==> config.mk <==
export PLATFORM = sky130hd
export DESIGN_NAME = adc_encode_and_parallel_output
export DESIGN_NICKNAME = d
export VERILOG_FILES = /design/src/hw/adc_out_pkg.sv /design/src/hw/word_fifo.sv /design/src/hw/adc_encode_and_parallel_output.sv
export VERILOG_INCLUDE_DIRS = /design/src /design/src/hw
export SDC_FILE = /design/constraint.sdc
export NUM_CORES = 1
export LEC_CHECK = 0
export BUFFER_PORTS_ARGS = -buffer_cell sky130_fd_sc_hd__buf_4
export CAP_MARGIN = 20
export CORE_MARGIN = 2
export CORE_UTILIZATION = 43
export DETAILED_ROUTE_END_ITERATION = 16
export HOLD_SLACK_MARGIN = 0.08
export PLACE_DENSITY_LB_ADDON = 0.3
export SETUP_SLACK_MARGIN = 0.4
export SYNTH_ARGS = -nofsm -noshare
export SYNTH_HDL_FRONTEND = slang
export SYNTH_HIERARCHICAL = 1
export SYNTH_SLANG_ARGS = --single-unit
export TNS_END_PERCENT = 10
==> constraint.sdc <==
create_clock -name clk -period 5.45 [get_ports clk]
set_clock_uncertainty 0.15 [all_clocks]
set_input_delay 1.09 -clock clk [delete_from_list [all_inputs] [get_ports clk]]
set_output_delay 1.09 -clock clk [all_outputs]
set_load 0.1 [all_outputs]
==> src/hw/adc_out_defs.svh <==
// constants for the converter output side
`ifndef ADC_OUT_DEFS_SVH
`define ADC_OUT_DEFS_SVH
`define CODE_BITS 12
`define WORD_BITS 13
`define CODE_MSB 11
`define OVR_BIT 12
`define FIFO_WORDS 8
`define CODE_RESET 12'h000
`define WORD_RESET 13'h0000
`endif

==> src/hw/adc_out_pkg.sv <==
// types for the converter output side
`include "adc_out_defs.svh"
package adc_out_pkg;
  typedef logic [`CODE_BITS-1:0] code_t;
  typedef logic [`WORD_BITS-1:0] word_t;
  typedef struct packed {
    logic strobe_s1;
    logic strobe_s2;
    logic strobe_d;
    logic fmt_s1;
    logic fmt_s2;
    logic oen_s1;
    logic oen_s2;
    code_t code_s1;
    code_t code_s2;
    logic above_s1;
    logic above_s2;
    logic below_s1;
    logic below_s2;
    logic pend_valid;
    word_t pend_word;
    logic upd_pending;
    code_t data_reg;
    logic ovr_reg;
    logic strobe_reg;
    logic oe_reg;
  } state_t;
endpackage

==> src/hw/word_fifo.sv <==
// small synchronous fifo with valid/ready on both sides
`timescale 1ns/1ps
module word_fifo #(
  parameter int WIDTH = 13,
  parameter int DEPTH = 8
) (
  input wire logic clk,
  input wire logic reset_n,
  input wire logic [WIDTH-1:0] in_data,
  input wire logic in_valid,
  output logic in_ready,
  output logic [WIDTH-1:0] out_data,
  output logic out_valid,
  input wire logic out_ready
);
  localparam int PW = (DEPTH > 1) ? $clog2(DEPTH) : 1;
  localparam int CW = $clog2(DEPTH + 1);
  localparam logic [CW-1:0] FULL_COUNT = CW'(DEPTH);
  localparam logic [PW-1:0] LAST_PTR = PW'(DEPTH - 1);

  typedef struct packed {
    logic [DEPTH-1:0][WIDTH-1:0] mem;
    logic [PW-1:0] wr_ptr;
    logic [PW-1:0] rd_ptr;
    logic [CW-1:0] count;
  } fifo_state_t;

  fifo_state_t st_reg;
  fifo_state_t st_next;
  logic push;
  logic pop;

  assign in_ready = (st_reg.count != FULL_COUNT);
  assign out_valid = (st_reg.count != '0);
  assign out_data = st_reg.mem[st_reg.rd_ptr];
  assign push = in_valid && in_ready;
  assign pop = out_valid && out_ready;

  always_comb begin
    st_next = st_reg;
    if (push) begin
      st_next.mem[st_reg.wr_ptr] = in_data;
      st_next.wr_ptr = (st_reg.wr_ptr == LAST_PTR) ? '0 : st_reg.wr_ptr + 1'b1;
    end
    if (pop) begin
      st_next.rd_ptr = (st_reg.rd_ptr == LAST_PTR) ? '0 : st_reg.rd_ptr + 1'b1;
    end
    if (push && !pop) begin
      st_next.count = st_reg.count + 1'b1;
    end else if (pop && !push) begin
      st_next.count = st_reg.count - 1'b1;
    end
  end

  always_ff @(posedge clk) begin
    if (!reset_n) begin
      st_reg <= '0;
    end else begin
      st_reg <= st_next;
    end
  end
endmodule

==> src/hw/adc_encode_and_parallel_output.sv <==
// output side of the sampling converter: capture, buffer, format, drive
`timescale 1ns/1ps
`include "adc_out_defs.svh"
module adc_encode_and_parallel_output (
  input wire logic clk,
  input wire logic reset_n,
  input wire logic sample_strobe,
  input wire logic format_select,
  input wire logic output_enable_n,
  input wire logic [`CODE_BITS-1:0] core_code,
  input wire logic core_above,
  input wire logic core_below,
  output logic [`CODE_BITS-1:0] data_out,
  output logic data_oe,
  output logic overrange_flag,
  output logic overrange_oe,
  output logic data_ready_strobe,
  output logic data_ready_oe,
  output logic sample_lost
);
  adc_out_pkg::state_t st_reg;
  adc_out_pkg::state_t st_next;
  logic lost_reg;
  logic lost_next;

  adc_out_pkg::word_t fifo_out;
  logic fifo_in_ready;
  logic fifo_out_valid;
  logic fifo_out_ready;
  logic strobe_rise;
  logic strobe_fall;
  adc_out_pkg::word_t sampled_word;

  word_fifo #(
    .WIDTH(`WORD_BITS),
    .DEPTH(`FIFO_WORDS)
  ) u_fifo (
    .clk(clk),
    .reset_n(reset_n),
    .in_data(st_reg.pend_word),
    .in_valid(st_reg.pend_valid),
    .in_ready(fifo_in_ready),
    .out_data(fifo_out),
    .out_valid(fifo_out_valid),
    .out_ready(fifo_out_ready)
  );

  // edges are found on the second sync stage only
  assign strobe_rise = st_reg.strobe_s2 && !st_reg.strobe_d;
  assign strobe_fall = !st_reg.strobe_s2 && st_reg.strobe_d;
  // the core code is steady through the hold phase, so the synced bus is coherent at the rise
  assign sampled_word = {st_reg.above_s2 || st_reg.below_s2, st_reg.code_s2};
  // draining stops while outputs float, so the fifo fills during idle
  assign fifo_out_ready = st_reg.upd_pending && st_reg.oen_s2;

  always_comb begin
    st_next = st_reg;
    lost_next = 1'b0;
    st_next.strobe_s1 = sample_strobe;
    st_next.strobe_s2 = st_reg.strobe_s1;
    st_next.strobe_d = st_reg.strobe_s2;
    st_next.fmt_s1 = format_select;
    st_next.fmt_s2 = st_reg.fmt_s1;
    st_next.oen_s1 = output_enable_n;
    st_next.oen_s2 = st_reg.oen_s1;
    st_next.code_s1 = core_code;
    st_next.code_s2 = st_reg.code_s1;
    st_next.above_s1 = core_above;
    st_next.above_s2 = st_reg.above_s1;
    st_next.below_s1 = core_below;
    st_next.below_s2 = st_reg.below_s1;

    if (st_reg.pend_valid && fifo_in_ready) begin
      st_next.pend_valid = 1'b0;
    end
    // sample is held at the encode rise; a full buffer drops the older pending word
    if (strobe_rise) begin
      lost_next = st_reg.pend_valid && !fifo_in_ready;
      st_next.pend_valid = 1'b1;
      st_next.pend_word = sampled_word;
    end

    st_next.strobe_reg = st_reg.strobe_s2;
    st_next.upd_pending = strobe_fall;
    if (fifo_out_ready && fifo_out_valid) begin
      st_next.ovr_reg = fifo_out[`OVR_BIT];
      if (st_reg.fmt_s2) begin
        st_next.data_reg = fifo_out[`CODE_MSB:0];
      end else begin
        st_next.data_reg = {~fifo_out[`CODE_MSB], fifo_out[`CODE_MSB-1:0]};
      end
    end
    st_next.oe_reg = st_reg.oen_s2;
  end

  always_ff @(posedge clk) begin
    if (!reset_n) begin
      st_reg <= '0;
      lost_reg <= 1'b0;
    end else begin
      st_reg <= st_next;
      lost_reg <= lost_next;
    end
  end

  assign data_out = st_reg.data_reg;
  assign overrange_flag = st_reg.ovr_reg;
  assign data_ready_strobe = st_reg.strobe_reg;
  assign data_oe = st_reg.oe_reg;
  assign overrange_oe = st_reg.oe_reg;
  assign data_ready_oe = st_reg.oe_reg;
  assign sample_lost = lost_reg;
endmodule

==> results.json, run 1 <==
{
  "finalHoldWorstSlack_ps": 283,
  "hold_violations": 0,
  "multi_input_comb_area_um2": 3570,
  "outcome": "completed",
  "cts_tree": "built",
  "timing.critical_path.mode_cell": "inv_1",
  "cts_repair_resize_count": 0,
  "drv_cap": 0,
  "grt_start_max_net_pins": 137,
  "route.detailed.wl_per_inst_um": 16.4,
  "clock_sinks": 179,
  "timing.critical_path.buf_inv": 3,
  "ctsLongestPathBuffers": 2,
  "syn-mean-instance-area_um2": 10.9,
  "gp_routability_congestion": 0.766,
  "die-area_um2": 18800,
  "placement.cell_area_um2": 7760,
  "htree_num_levels": 4,
  "synth-main-ff-cell": "dfxtp_1",
  "die_span_y_um": 137,
  "antenna_found_initial": 0,
  "setup.worst_path.start_class": "flip-flop",
  "detail_route.first_pass.iterations": 4,
  "postCtsHoldBufs": 0,
  "grt_overflow_total": 0,
  "finish.utilization_pct": 48.3,
  "synth_seq_cells": 179,
  "finalNetCount": 712,
  "fillerInstances": 1573,
  "grt_pass1_vias": 4782,
  "worst_skew_pair.late_latency_ps": 420,
  "finalSetupViolations": 0,
  "total_cts_buffers": 17,
  "worst-endpoint-required_ps": 5640,
  "number_of_enable_type_register_cells_in_the_synthesized_netlist": 0,
  "grt_use_total_pct": 17.2,
  "flow.area_growth_from_synthesis_pct": 9.80,
  "hold_class": "flip-flop to flip-flop",
  "finalMaxSlewViolations": 0,
  "fmax_mhz": 319,
  "postSynthNetCount": 723,
  "total_leakage_power_nw": 3.10,
  "final_tns_setup_ps": 0,
  "post_synth_main_area_contributors": "dfxtp_1, mux2i_1, nor2b_1",
  "max-slew-margin-rel_pct": 25.5,
  "netlist_instances": 696,
  "largest_register_ff_count": 114,
  "antenna_cells": 0,
  "io_buffer_count": 36,
  "setup_repair_after_global_routing_missed_its_margin": "no",
  "route.detailed.drc": 0,
  "max-vdd-ir-drop_v": 0.000191,
  "hpwlAfterDp_um": 9260,
  "clk_transition_reported_paths_ps": 60,
  "design_area_um2": 8350,
  "pin_count": 37,
  "synth_largest_area_cell": "dfxtp_1",
  "grt_first_pass_wirelength_um": 24900,
  "floorplan.initialDensity_pct": 44.0,
  "route.antenna.remaining_nets": 0,
  "timing.final.crit_period_ps": 3130,
  "worst-endpoint-arrival_ps": 3330,
  "worst-slew-pin-transition_ps": 1120,
  "ys.warnings.count": 6,
  "synth-seq-area-share_pct": 47.1,
  "cts-root-buf": "clkbuf_16",
  "mappedNetlistArea_um2": 7610,
  "num_rows": 48,
  "post-cts-setup-buffer-count": 0,
  "die_x_um": 137,
  "post_route_cells_drive_above_1_share_pct": 17.6,
  "drt-vias-per-instance": 5.11,
  "async_reset_ff_share_pct": 0,
  "critPathSlowestCell": "nor4b_4",
  "floorplan.core_area_um2": 17300,
  "path_delay_family": "simple AND/OR/NAND/NOR gates",
  "ys_types": 39,
  "slowest_delay_ps": 730,
  "critPathKind": "flip-flop to flip-flop",
  "seq_area_um2": 3590,
  "synth_top_cell_area_share_pct": 47.1,
  "via_count": 4713,
  "worstPathCellList": "nor4b_4 -> inv_1 -> nand2_1 -> inv_1 -> ha_1 -> inv_1 -> ha_1 -> a21oi_1 -> a211oi_1 -> a31oi_1 -> mux2i_1",
  "cp-end-kind": "flip-flop",
  "powerDensity_nw_per_um2": 308,
  "detail_route.wirelength_um": 15100,
  "worstPathMaxFanout": 10,
  "post-route-period-util_pct": 57.5,
  "detail_route.iter0.violations": 181
}
## metrics by stage
step / std cells / worst slack [ps] / power (mW)
6_report: 923 / 2320 / 2.57
5_1_grt: 923 / 2050 / 2.66
4_1_cts: 922 / 2310 / 2.60
3_5_place_dp: 890 / 2320 / 1.44
3_3_place_gp: 890 / 2520 / 1.44
2_1_floorplan: 696 / 2780 / 1.42
## Yosys cell counts (2+ instances only)
master / n
buf_12: 3
nor4b_4: 2
clkbuf_1: 27
nor2b_1: 94
clkbuf_2: 2
mux2i_1: 94
nand2b_1: 3
a21boi_1: 9
a21boi_0: 22
nand3_1: 17
nor2_1: 3
nand2_1: 75
xnor2_1: 3
and2_1: 39
or4b_1: 2
or4_1: 3
inv_1: 3
or3_1: 2
mux2_2: 13
o21ai_0: 13
buf_6: 3
buf_4: 30
ha_1: 7
dfxtp_1: 179
mux4_2: 26
buf_2: 8
nor3_2: 2
## area by class of cell
cell class	count	share of cell area, %
clock buffers	19	5.30
clock inverters	13	1.47
inverters	3	0.135
multi-input cells	441	42.7
flip-flops and latches	179	42.9
well taps	225	3.37
repair buffers	43	4.10
## report_power, final
| part | switching [mW] | internal [mW] |
|---|---|---|
| logic | 0.0411 | 0.0392 |
| clock network | 0.508 | 0.649 |
| registers | 0.0104 | 1.32 |
## kinds of logic after synthesis
kind of cell               Yosys count  synth area share [%]
and+or+nand+nor                    249                  18.6
DFF                                179                  47.1
muxes                              133                  22.0
buffers and inverters               76                  6.33
AOI/OAI and AO/OA                   48                  4.26
adders and majority gates            8                  1.41
xor gates and xnor gates             3                 0.345
## worst paths after layout
path	slack, ps	depth (start not counted)	endpoint	start
setup reg to reg	2320	11	u_fifo/st_reg[3]	u_fifo/st_reg[0]
hold / removal	280	1	sampled_word[4]	st_next[38]
hold reg to reg	280	1	sampled_word[4]	st_next[38]
setup / recovery	2320	11	u_fifo/st_reg[3]	u_fifo/st_reg[0]
## layer usage
metal	up-vias	GRT usage [%]	wire length (µm)
met5	-	0	0
met4	0	5.44	157
met3	13	3.11	469
met2	77	28.5	7470
met1	2311	22.7	7030
li1	2312	-	-
## layout by cell type, fill, tap and decap left out, types with 17 or more instances in the layout
cell type  synthesis  final
a21boi_0          22     22
clkbuf_16          0     17
mux4_2            26     26
nor2b_1           94     94
mux2i_1           94     94
nand2_1           75     75
and2_1            39     39
buf_4             30     42
nand3_1           17     17
dfxtp_1          179    177
(Power assumes the default switching activity.)
==> inputs of run 2 (changes only) <==
clock period = 2.94 ns   (was 5.45 ns; I/O delays follow)
==> results.json, run 2 (same netlist as run 1, synthesis figures left out) <==
{
  "slowest_delay_ps": 570,
  "cts-root-buf": "clkbuf_16",
  "flow.area_growth_from_synthesis_pct": 11.7,
  "grt_start_max_net_pins": 97,
  "setup_repair_after_global_routing_missed_its_margin": "yes",
  "finalHoldWorstSlack_ps": 222,
  "route.detailed.drc": 0,
  "floorplan.core_area_um2": 17300,
  "die-area_um2": 18800,
  "worst-slew-pin-transition_ps": 704,
  "finalMaxSlewViolations": 0,
  "post-cts-setup-buffer-count": 0,
  "hpwlAfterDp_um": 9610,
  "grt_pass1_vias": 4705,
  "post_route_cells_drive_above_1_share_pct": 19.7,
  "floorplan.initialDensity_pct": 44.0,
  "ctsLongestPathBuffers": 2,
  "clk_transition_reported_paths_ps": 60,
  "hold_class": "input port to flip-flop",
  "htree_num_levels": 4,
  "worstPathCellList": "or4_4 -> nand2_4 -> ha_2 -> inv_2 -> ha_4 -> nand3_1 -> a211oi_1 -> a31oi_1 -> mux2i_1",
  "fmax_mhz": 418,
  "num_rows": 48,
  "max-vdd-ir-drop_v": 0.000343,
  "timing.critical_path.buf_inv": 1,
  "total_cts_buffers": 17,
  "finish.utilization_pct": 49.1,
  "critPathSlowestCell": "or4_4",
  "hold_violations": 0,
  "die_span_y_um": 137,
  "antenna_found_initial": 0,
  "antenna_cells": 0,
  "total_leakage_power_nw": 3.16,
  "critPathKind": "flip-flop to flip-flop",
  "finalNetCount": 720,
  "setup.worst_path.start_class": "flip-flop",
  "drt-vias-per-instance": 5.07,
  "gp_routability_congestion": 0.767,
  "detail_route.iter0.violations": 211,
  "worst-endpoint-arrival_ps": 2540,
  "detail_route.wirelength_um": 15300,
  "route.antenna.remaining_nets": 0,
  "cts_tree": "built",
  "cp-end-kind": "flip-flop",
  "route.detailed.wl_per_inst_um": 16.5,
  "worstPathMaxFanout": 5,
  "path_delay_family": "simple AND/OR/NAND/NOR gates",
  "timing.final.crit_period_ps": 2390,
  "grt_overflow_total": 0,
  "drv_cap": 0,
  "max-slew-margin-rel_pct": 53.1,
  "grt_first_pass_wirelength_um": 24500,
  "powerDensity_nw_per_um2": 584,
  "final_tns_setup_ps": 0,
  "clock_sinks": 179,
  "final_cell_mix": "dfxtp_1, nor2b_1, mux2i_1",
  "post-route-period-util_pct": 81.4,
  "detail_route.first_pass.iterations": 6,
  "die_x_um": 137,
  "finalSetupViolations": 0,
  "worst-endpoint-required_ps": 3090,
  "worst_skew_pair.late_latency_ps": 420,
  "layout_commonest_cell": "dfxtp_1",
  "pin_count": 37,
  "outcome": "completed",
  "grt_use_total_pct": 17.3,
  "postCtsHoldBufs": 0,
  "via_count": 4707,
  "largest_register_ff_count": 114,
  "io_buffer_count": 36
}
==> run 2: final timing paths <==
path,start,endpoint,slack (ps),cells past startpoint
worst max register to register,u_fifo/st_reg[0],u_fifo/st_reg[3],550,9
worst min register to register,st_next[32],st_reg[32],280,1
worst min-delay path,core_code[10],st_next[44],220,2
worst max-delay path,u_fifo/st_reg[0],u_fifo/st_reg[3],550,9
==> run 2: worst reg2reg max path, stage by stage, from the launching register on <==
cell	delay [ps]
dfxtp_2	370
or4_4	570
nand2_4	120
ha_2	190
inv_2	70
ha_4	290
nand3_1	100
a211oi_1	220
a31oi_1	80
mux2i_1	130
==> run 2: where the power goes <==
| part | internal [mW] | leakage [nW] | switching, mW | total (mW) |
|---|---|---|---|---|
| registers | 2.45 | 1.45 | 0.0208 | 2.47 |
| logic | 0.0762 | 1.42 | 0.0775 | 0.154 |
| clock network | 1.42 | 0.285 | 0.918 | 2.34 |
==> run 2: layout make-up <==
cell class                 instances  area (µm²)
inverter                           3        11.3
fill                            1571        8800
clock inverter                    12         181
timing repair buffer              51         408
sequential                       179        3590
multi-input combinational        441        3600
clock buffer                      18         429
tap                              225         282
==> run 2: repair_timing <==
item | in CTS | in global routing
pin swaps | 0 | 0
hold endpoints to repair | 0 | 0
setup endpoints to repair | 1 | 5
resized for setup | 3 | 6
==> run 2: metrics by stage <==
| stage | power [mW] | instance area (µm²) | cells | setup slack [ps] |
|---|---|---|---|---|
| floorplan | 2.64 | 7610 | 696 | 406 |
| global placement | 2.67 | 7860 | 899 | 375 |
| detailed placement | 2.68 | 7860 | 899 | 269 |
| CTS | 5.02 | 8480 | 929 | 407 |
| global route | 5.14 | 8500 | 929 | 400 |
| finish | 4.96 | 8500 | 929 | 546 |
==> run 2: metal layers <==
metal	vias to the layer above	global-route usage, %	wire length (µm)
met5	-	0	0
met1	2305	21.9	7200
met3	13	4.07	412
met2	63	29.4	7550
met4	0	4.93	162
li1	2326	-	-
